File: src/core/nvmseq_params.svh
// Register offsets, field positions, reset values and timing counts for the NVM access block
`ifndef NVMSEQ_PARAMS_SVH
`define NVMSEQ_PARAMS_SVH
`define NVM_OFS_TEST_UNLOCK 8'h91
`define NVM_OFS_PUMP_BIAS 8'hA2
`define NVM_OFS_WORD_DATA 8'hA3
`define NVM_OFS_PROG_DAC 8'hF3
`define NVM_OFS_ADDR_CTRL 8'hF9
`define NVM_UNLOCK_CODE 6'h3B
`define NVM_WORDS 43
`define NVM_ADDR_RST 6'h3F
`define NVM_PUMP_BIT 7
`define NVM_DAC_PWR_BIT 7
`define NVM_WREN_BIT 6
`define NVM_CLK_MHZ 25
`define NVM_SETTLE_US 10
`define NVM_SETTLE_CYC (`NVM_SETTLE_US * `NVM_CLK_MHZ)
`endif

File: src/core/nvmseq_pkg.sv
// Types shared by the NVM access block
package nvmseq_pkg;
    typedef enum logic [1:0] {
        NVMSEQ_IDLE = 2'b00,
        NVMSEQ_PROG = 2'b01,
        NVMSEQ_DONE = 2'b10
    } nvmseq_state_t;
endpackage

File: src/core/nvmseq_ecc_dec.sv
// Hamming syndrome decoder for one 7-bit stored word
`timescale 1ns/1ps
`default_nettype none
module nvmseq_ecc_dec (
    // Stored word
    input wire logic [6:0] word_i,
    // Decoded result
    output logic [3:0] data_o,
    output logic single_o,
    output logic double_o
);
    logic [2:0] syn;
    logic [3:0] d;

    // Stored check bits are inverted parity
    always_comb
    begin
        d = word_i[3:0];
        syn[0] = ~(d[2] ^ d[1] ^ d[0]) ^ word_i[4];
        syn[1] = ~(d[3] ^ d[1] ^ d[0]) ^ word_i[5];
        syn[2] = ~(d[3] ^ d[2] ^ d[0]) ^ word_i[6];
        // Distance-3 code: syndromes matching a data column correct it
        data_o = d;
        case (syn)
            3'b011: data_o[1] = ~d[1];
            3'b101: data_o[2] = ~d[2];
            3'b110: data_o[3] = ~d[3];
            3'b111: data_o[0] = ~d[0];
            default: data_o = d;
        endcase
        single_o = (syn != 3'b000);
        // Every syndrome names one bit, so a double flip cannot be told apart
        double_o = 1'b0;
    end
endmodule // nvmseq_ecc_dec
`default_nettype wire

File: src/core/nvmseq_top.sv
// NVM word store with check bits, programming sequence registers and read decode
//
// Functional notes
// - Array of 43 words, 7 bits each, reached via special function registers.
// - Bits 6..4 hold check bits, bits 3..0 hold data.
// - Code corrects single flipped bits; two flips are not detected (ecc_double_o stays 0).
// - Data location: writes load word, reads return stored check bits, corrected data and test bit.
`timescale 1ns/1ps
`default_nettype none
`include "nvmseq_params.svh"
module nvmseq_top
    import nvmseq_pkg::*;
#(
    parameter int WORDS = `NVM_WORDS
) (
    // Clock and reset
    input wire logic core_clk_i,
    input wire logic rstn_i,
    // Special function register port
    input wire logic [7:0] sfr_addr_i,
    input wire logic [7:0] sfr_wdata_i,
    input wire logic sfr_wr_i,
    input wire logic sfr_rd_i,
    output logic [7:0] sfr_rdata_o,
    // Status
    output logic programming_o,
    output logic prog_done_o,
    output logic ecc_single_o,
    output logic ecc_double_o,
    output logic test_out_o,
    output logic [5:0] generator_reference_voltage_o,
    output logic [7:0] radio_detector_threshold_o
);
    logic [6:0] mem_reg [WORDS];
    logic [5:0] test_unlock_vector_reg;
    logic [7:0] pump_bias_control_reg;
    logic [7:0] program_voltage_dac_reg;
    logic [6:0] nvm_address_control_reg;
    logic [7:0] nvm_word_data_reg;
    logic [7:0] rdata_reg;
    logic single_reg;
    logic double_reg;
    logic [3:0] dec_data;
    logic dec_single;
    logic dec_double;
    logic [6:0] fetched;
    logic [5:0] target_word_address;
    logic program_mode_enable;
    logic armed;
    nvmseq_state_t state_reg;

    function automatic logic hit(input logic [7:0] a, input logic [7:0] ofs);
        return a == ofs;
    endfunction

    assign target_word_address = nvm_address_control_reg[5:0];
    assign program_mode_enable = nvm_address_control_reg[`NVM_WREN_BIT];
    // Pulse is live only when all supplies are up and write unlocked
    assign armed = program_mode_enable && pump_bias_control_reg[`NVM_PUMP_BIT]
        && program_voltage_dac_reg[`NVM_DAC_PWR_BIT] && program_voltage_dac_reg[5:0] != 6'h00
        && test_unlock_vector_reg == `NVM_UNLOCK_CODE;
    assign fetched = (int'(target_word_address) < WORDS) ? mem_reg[target_word_address] : 7'h00;

    // Control registers
    always_ff @(posedge core_clk_i)
    begin
        if (!rstn_i)
        begin
            test_unlock_vector_reg <= 6'h00;
            pump_bias_control_reg <= 8'h00;
            program_voltage_dac_reg <= 8'h00;
            nvm_address_control_reg <= {1'b0, `NVM_ADDR_RST};
            nvm_word_data_reg <= 8'h00;
        end
        else if (sfr_wr_i)
        begin
            if (hit(sfr_addr_i, `NVM_OFS_TEST_UNLOCK))
                test_unlock_vector_reg <= sfr_wdata_i[5:0];
            else if (hit(sfr_addr_i, `NVM_OFS_PUMP_BIAS))
                pump_bias_control_reg <= sfr_wdata_i;
            else if (hit(sfr_addr_i, `NVM_OFS_WORD_DATA))
                nvm_word_data_reg <= sfr_wdata_i;
            else if (hit(sfr_addr_i, `NVM_OFS_PROG_DAC))
                program_voltage_dac_reg <= sfr_wdata_i;
            else if (hit(sfr_addr_i, `NVM_OFS_ADDR_CTRL))
                nvm_address_control_reg <= sfr_wdata_i[6:0];
        end
    end

    // Array cell written while programming voltage is applied
    always_ff @(posedge core_clk_i)
    begin
        if (!rstn_i)
        begin
            for (int i = 0; i < WORDS; i++)
                mem_reg[i] <= 7'h00;
        end
        else if (armed && int'(target_word_address) < WORDS)
        begin
            mem_reg[target_word_address] <= nvm_word_data_reg[6:0];
        end
    end

    // Programming phase tracking
    always_ff @(posedge core_clk_i)
    begin
        if (!rstn_i)
            state_reg <= NVMSEQ_IDLE;
        else
        begin
            case (state_reg)
                NVMSEQ_IDLE: if (armed) state_reg <= NVMSEQ_PROG;
                NVMSEQ_PROG: if (!armed) state_reg <= NVMSEQ_DONE;
                NVMSEQ_DONE: if (!program_mode_enable) state_reg <= NVMSEQ_IDLE;
                default: state_reg <= NVMSEQ_IDLE;
            endcase
        end
    end

    nvmseq_ecc_dec u_dec (
        .word_i(fetched),
        .data_o(dec_data),
        .single_o(dec_single),
        .double_o(dec_double)
    );

    // Read data and decode status
    always_ff @(posedge core_clk_i)
    begin
        if (!rstn_i)
        begin
            rdata_reg <= 8'h00;
            single_reg <= 1'b0;
            double_reg <= 1'b0;
        end
        else if (sfr_rd_i)
        begin
            rdata_reg <= 8'h00;
            if (hit(sfr_addr_i, `NVM_OFS_WORD_DATA))
            begin
                rdata_reg <= {armed, fetched[6:4], dec_data};
                single_reg <= dec_single;
                double_reg <= dec_double;
            end
        end
    end

    assign sfr_rdata_o = rdata_reg;
    assign programming_o = (state_reg == NVMSEQ_PROG);
    assign prog_done_o = (state_reg == NVMSEQ_DONE);
    assign ecc_single_o = single_reg;
    assign ecc_double_o = double_reg;
    assign test_out_o = rdata_reg[7];
    assign generator_reference_voltage_o = program_voltage_dac_reg[5:0];
    assign radio_detector_threshold_o = nvm_word_data_reg;

    a_prog_writes: assert property (@(posedge core_clk_i) disable iff (!rstn_i)
        armed && target_word_address == 6'h02 |=> mem_reg[2] == $past(nvm_word_data_reg[6:0]))
        else $error("word not stored");
    a_wren_gate: assert property (@(posedge core_clk_i) disable iff (!rstn_i)
        !program_mode_enable |=> $stable(mem_reg[3]))
        else $error("store without write enable");
    a_unlock_gate: assert property (@(posedge core_clk_i) disable iff (!rstn_i)
        test_unlock_vector_reg != `NVM_UNLOCK_CODE |=> $stable(mem_reg[2]))
        else $error("store while locked");
    a_pump_gate: assert property (@(posedge core_clk_i) disable iff (!rstn_i)
        !pump_bias_control_reg[`NVM_PUMP_BIT] |=> !programming_o)
        else $error("store without pump");
    a_read_path: assert property (@(posedge core_clk_i) disable iff (!rstn_i)
        sfr_rd_i && sfr_addr_i == `NVM_OFS_WORD_DATA |=> sfr_rdata_o[6:4] == $past(fetched[6:4]))
        else $error("read check bits wrong");
    a_clean_read: assert property (@(posedge core_clk_i) disable iff (!rstn_i)
        sfr_rd_i && sfr_addr_i == `NVM_OFS_WORD_DATA && !dec_single |=> !ecc_single_o)
        else $error("false error flag");
    a_prog_phase: assert property (@(posedge core_clk_i) disable iff (!rstn_i)
        armed && state_reg == NVMSEQ_IDLE |=> programming_o)
        else $error("phase not entered");
    a_exit_phase: assert property (@(posedge core_clk_i) disable iff (!rstn_i)
        prog_done_o && !program_mode_enable |=> !prog_done_o)
        else $error("phase not left");
    c_program: cover property (@(posedge core_clk_i) disable iff (!rstn_i) programming_o);
    c_done: cover property (@(posedge core_clk_i) disable iff (!rstn_i) prog_done_o);
    c_single: cover property (@(posedge core_clk_i) disable iff (!rstn_i) ecc_single_o);
endmodule // nvmseq_top
`default_nettype wire

File: config.mk
export PLATFORM = sky130hd
export DESIGN_NAME = nvmseq_top
export DESIGN_NICKNAME = d
export VERILOG_FILES = /design/src/core/nvmseq_pkg.sv /design/src/core/nvmseq_ecc_dec.sv /design/src/core/nvmseq_top.sv
export VERILOG_INCLUDE_DIRS = /design/src /design/src/core
export SDC_FILE = /design/constraint.sdc
export NUM_CORES = 1
export LEC_CHECK = 0
export ABC_AREA = 1
export BUFFER_PORTS_ARGS = -buffer_cell sky130_fd_sc_hd__buf_2
export CORE_MARGIN = 2
export CORE_UTILIZATION = 45
export CTS_CLUSTER_SIZE = 10
export DETAILED_ROUTE_END_ITERATION = 16
export GPL_TIMING_DRIVEN = 0
export PLACE_DENSITY_LB_ADDON = 0.08
export RECOVER_POWER = 100
export SLEW_MARGIN = 0
export SYNTH_ARGS = -nofsm -noshare
export SYNTH_HDL_FRONTEND = slang
export SYNTH_HIERARCHICAL = 1
export SYNTH_SLANG_ARGS = --single-unit
File: constraint.sdc
create_clock -name core_clk_i -period 4.6 [get_ports core_clk_i]
set_input_delay 0.69 -clock core_clk_i [delete_from_list [all_inputs] [get_ports core_clk_i]]
set_output_delay 0.69 -clock core_clk_i [all_outputs]
set_load 0.005 [all_outputs]
==> report_table.html <==
<table>
<tr><th>Metric</th><th>Value</th></tr>
<tr><th colspan="2">Critical path</th></tr>
<tr><td>Cell chain of the critical path</td><td>buf_4, clkinvlp_2, buf_4, clkbuf_1, o21ai_0, o221ai_1, nand3_1, nand3_1, nand3_1, a21oi_1, inv_2, nand2_1, nand2_2, nand2_2, inv_1, nor2_2, nand3_1, nand2_1, nand2_1, nand2_1, a21oi_1</td></tr>
<tr><td>Path length in cells of the critical path</td><td>21</td></tr>
<tr><td>Largest fanout on the critical path</td><td>10</td></tr>
<tr><td>Slowest cell delay on critical path</td><td>0.82 ns</td></tr>
<tr><td>WP data required</td><td>5.08 ns</td></tr>
<tr><td>Arr. time, crit path</td><td>approximately 4.9 ns</td></tr>
<tr><td>CP Launch Type</td><td>flop</td></tr>
<tr><td>Crit path buf inv count</td><td>6</td></tr>
<tr><td>Cell depth of the worst flop-to-flop path</td><td>21</td></tr>
<tr><td>Slowest stage cell on the critical path</td><td>sky130_fd_sc_hd__clkbuf_1</td></tr>
<tr><td>Startpoint-to-endpoint class of the critical path</td><td>flop to flop</td></tr>
<tr><td>Top Family by Delay on Critical Path</td><td>buffers and inverters</td></tr>
<tr><td>Type of destination of the critical path</td><td>flop</td></tr>
<tr><th colspan="2">Place</th></tr>
<tr><td>Routability congestion estimate from global placement</td><td>roughly 0.96</td></tr>
<tr><td>Dpl cells</td><td>2879</td></tr>
<tr><td>Half-perimeter wire length after detailed placement</td><td>52890 um</td></tr>
<tr><td>IO buf count</td><td>46</td></tr>
<tr><th colspan="2">Routing</th></tr>
<tr><td>Wire length per cell after detailed routing</td><td>26.29 um</td></tr>
<tr><td>Detailed-route DRC error count</td><td>0</td></tr>
<tr><td>First DRT Iteration DRCs</td><td>2497</td></tr>
<tr><td>ANT nets after route</td><td>0</td></tr>
<tr><td>Via total after detailed routing</td><td>17420</td></tr>
<tr><td>Router iterations before antenna repair</td><td>9</td></tr>
<tr><td>Per-cell via count in the routed design</td><td>5.854</td></tr>
<tr><td>Final routed wirelength across all metal layers</td><td>about 78000 um</td></tr>
<tr><th colspan="2">Timing</th></tr>
<tr><td>Final TNS setup</td><td>0 ns</td></tr>
<tr><td>Post-layout min period</td><td>4.419 ns</td></tr>
<tr><td>RSZ-0062 raised after global routing</td><td>no</td></tr>
<tr><td>Share of the clock period used by the worst path</td><td>a little over nine tenths</td></tr>
<tr><td>Clk_skew</td><td>between 0.02 and 0.025 ns</td></tr>
<tr><td>Tightest Pin Transition</td><td>1.294 ns</td></tr>
<tr><td>Max-slew violation count</td><td>0</td></tr>
<tr><td>Peak Freq</td><td>~230 MHz</td></tr>
<tr><td>Final Hold Viols</td><td>0</td></tr>
<tr><td>Worst slew slack as a fraction of its limit</td><td>13.04%</td></tr>
<tr><td>Final setup violation count</td><td>0</td></tr>
<tr><th colspan="2">Clocking</th></tr>
<tr><td>Later-pin clock latency in the skew report</td><td>~0.63 ns</td></tr>
<tr><td>CTS tree</td><td>yes</td></tr>
<tr><td>Maximum level of the CTS H-tree</td><td>2</td></tr>
<tr><td>Sinks on the clock net</td><td>495</td></tr>
<tr><td>Cts hold-fix bufs</td><td>0</td></tr>
<tr><td>Number of buffers on the longest clock path</td><td>3</td></tr>
<tr><td>Number of buffers created by CTS</td><td>57</td></tr>
<tr><td>Clock root buffer master</td><td>sky130_fd_sc_hd__clkbuf_16</td></tr>
<tr><td>Clock Pin Slew Worst Setup and Hold Paths</td><td>0.06 ns</td></tr>
<tr><th colspan="2">Finish</th></tr>
<tr><td>Post-synthesis to final-layout area growth</td><td>14.74%</td></tr>
<tr><td>Area occupied by multi-input gates</td><td>6718 um2</td></tr>
<tr><td>NumNets Final</td><td>roughly 2400</td></tr>
<tr><td>Final instance count without filler cells</td><td>between 2000 and 3000</td></tr>
<tr><td>Fraction of layout instances using a drive strength above 1</td><td>7.318%</td></tr>
<tr><td>Largest register FFs</td><td>448</td></tr>
<tr><td>Filler cells</td><td>4344</td></tr>
<tr><td>Register area</td><td>14390 um2</td></tr>
<tr><th colspan="2">Synthesis</th></tr>
<tr><td>Post-Synthesis Mean Instance Area</td><td>10.31 um2</td></tr>
<tr><td>Mapped Area</td><td>21440 um2</td></tr>
<tr><td>Post-synthesis async set-or-reset flop share</td><td>0%</td></tr>
<tr><td>Top cells by area in the synthesized netlist</td><td>sky130_fd_sc_hd__edfxtp_1 (63%), sky130_fd_sc_hd__nor2_1 (7.9%), sky130_fd_sc_hd__nand2_1 (6.9%)</td></tr>
<tr><td>Number of flops mapped to enable cells by yosys</td><td>around 450</td></tr>
<tr><td>Yosys warning count</td><td>6</td></tr>
<tr><td>Unique cell type count in the Yosys netlist</td><td>28</td></tr>
<tr><td>Gate count after technology mapping</td><td>2080</td></tr>
<tr><td>Top_reg_cell synth</td><td>sky130_fd_sc_hd__edfxtp_1</td></tr>
<tr><td>Post-synth top cells</td><td>sky130_fd_sc_hd__nor2_1 (454), sky130_fd_sc_hd__edfxtp_1 (448), sky130_fd_sc_hd__nand2_1 (393), sky130_fd_sc_hd__nand3_1 (244), sky130_fd_sc_hd__o21ai_0 (145)</td></tr>
<tr><td>Post-synthesis sequential area ratio</td><td>67.13%</td></tr>
<tr><td>Most common cell in the netlist</td><td>sky130_fd_sc_hd__nor2_1</td></tr>
<tr><td>Fraction of post-synthesis cell area in the top cell type by area</td><td>62.75%</td></tr>
<tr><td>Library cell occupying the most area in the post-synthesis netlist</td><td>sky130_fd_sc_hd__edfxtp_1</td></tr>
<tr><td>Number of storage elements in the synthesis netlist</td><td>495</td></tr>
<tr><th colspan="2">Pwr</th></tr>
<tr><td>LEAKAGE</td><td>8.677 nW</td></tr>
<tr><td>P per Cell Area</td><td>388.4 nW/um2</td></tr>
<tr><td>Max IR drop VDD</td><td>0.2111 mV</td></tr>
<tr><th colspan="2">Worst hold path</th></tr>
<tr><td>Hold depth</td><td>3</td></tr>
<tr><td>Hold crit path type</td><td>primary input to flop</td></tr>
<tr><th colspan="2">GRT</th></tr>
<tr><td>Via count of the first global-routing pass</td><td>about 16000</td></tr>
<tr><td>Number of antenna violations at the first check in global routing</td><td>0</td></tr>
<tr><td>Largest net degree at the start of global routing</td><td>24</td></tr>
<tr><td>GRT Util Overall</td><td>about a third</td></tr>
<tr><td>Remaining Overflow, GRT</td><td>0</td></tr>
<tr><td>Wire length of the first global-routing pass</td><td>111200 um</td></tr>
<tr><th colspan="2">Status</th></tr>
<tr><td>Status</td><td>complete, no violations</td></tr>
<tr><th colspan="2">Die</th></tr>
<tr><td>Total die area</td><td>between 40000 and 50000 um2</td></tr>
<tr><td>Core area</td><td>between 40000 and 50000 um2</td></tr>
<tr><td>Die width</td><td>222.3 um</td></tr>
<tr><td>Effective utilization at floorplan</td><td>a little under half</td></tr>
<tr><td>Die height</td><td>between 200 and 250 um</td></tr>
<tr><td>Number of top-level pins</td><td>47</td></tr>
<tr><td>Number of rows in the core area</td><td>79</td></tr>
<tr><th colspan="2">Job</th></tr>
<tr><td>Max-cap violations</td><td>0</td></tr>
</table>
## path summary, 6_finish.rpt
| path | from | endpoint | slack [ns] |
|---|---|---|---|
| max | flop | sfr_rdata_o[3] | 0.18 |
| min | sfr_wr_i | test_unlock_vector_reg[5] | 0.37 |
| max reg2reg | flop | sfr_rdata_o[3] | 0.18 |
| min reg2reg | test_unlock_vector_reg[3] | test_unlock_vector_reg[3] | 0.45 |
## kinds of logic (layout without fill, tap and decap cells)
| group | count (synthesis) | after routing | share of synthesized area (%) |
|---|---|---|---|
| AOI/OAI and AO/OA | 256 | 256 | 7.201 |
| and+or+nand+nor | 1130 | 1130 | 21.69 |
| other | 2 | 152 | 0.03503 |
| DFF | 495 | 495 | 67.13 |
| buffers and inverters | 197 | 335 | 3.945 |
## placed cells by master (no fill, tap or decap), drive strengths merged
master and n:
nand3b 1, nor3 6, nand4 2, conb 148
nand2 406, nor2 466, clkbuf 188, clkinv 13
inv 48, a21oi 41, nand3 244, o21ai 145
diode 4, o221ai 60, clkinvlp 1, edfxtp 448
buf 84, o211ai 9, o22ai 1, or2 1
dfxtp 47, nor4 4, clkdlybuf4s15 1
## worst register-to-register path, cell delays in order, from the launching register on
cell	delay, ns
sky130_fd_sc_hd__dfxtp_1	0.31
sky130_fd_sc_hd__buf_4	0.17
sky130_fd_sc_hd__clkinvlp_2	0.19
sky130_fd_sc_hd__buf_4	0.27
sky130_fd_sc_hd__clkbuf_1	0.82
sky130_fd_sc_hd__o21ai_0	0.18
sky130_fd_sc_hd__o221ai_1	0.36
sky130_fd_sc_hd__nand3_1	0.12
sky130_fd_sc_hd__nand3_1	0.18
sky130_fd_sc_hd__nand3_1	0.18
sky130_fd_sc_hd__a21oi_1	0.58
sky130_fd_sc_hd__inv_2	0.14
sky130_fd_sc_hd__nand2_1	0.11
sky130_fd_sc_hd__nand2_2	0.07
sky130_fd_sc_hd__nand2_2	0.08
sky130_fd_sc_hd__inv_1	0.05
sky130_fd_sc_hd__nor2_2	0.13
sky130_fd_sc_hd__nand3_1	0.10
sky130_fd_sc_hd__nand2_1	0.06
sky130_fd_sc_hd__nand2_1	0.06
sky130_fd_sc_hd__nand2_1	0.06
sky130_fd_sc_hd__a21oi_1	0.06
## stage by stage
stage	total power, mW	setup slack (ns)	util [%]	hold slack, ns	area (um2)
finish	9.554	0.1812	52.62	0.3739	24600
CTS	9.567	0.3929	52.67	0.3540	24630
global route	9.778	0.02800	52.60	0.3696	24590
detailed placement	5.461	0.3997	49.15	0.4426	22980
floorplan	5.346	2.058	-	0.4136	21990
global placement	5.452	0.4141	49.15	0.4263	22980
## area by class of cell
type / count / area share, %
Inverter: 58 / 0.8900
Multi-Input combinational cell: 1534 / 27.31
Sequential cell: 495 / 58.51
Antenna cell: 4 / 0.04069
Clock buffer: 88 / 6.612
Clock inverter: 4 / 0.08646
Timing Repair Buffer: 46 / 0.9002
Tap cell: 607 / 3.087
Buffer: 139 / 2.568
## report_power, final
group	switching (mW)	internal, mW	total (mW)
registers	0.0567	5.07	5.13
logic	0.191	0.0585	0.250
clock network	1.78	2.39	4.18
total	2.03	7.52	9.55
## metal layers
metal  global-route usage, %  vias up  share of wire [%]
li1                        -     7594                  -
met1                   42.59     8453                 39
met2                   47.64     1129                 43
met3                   7.882      241                 12
met4                   15.76        0                5.4
met5                       0        -                  0
## timing repair
action                                  in CTS  in global routing
buffers inserted                             0                  0
gates resized for setup                      0                  2
endpoints found under the setup margin       0                  2
hold endpoints to repair                     0                  0
Power figures use the tool's default switching activity.
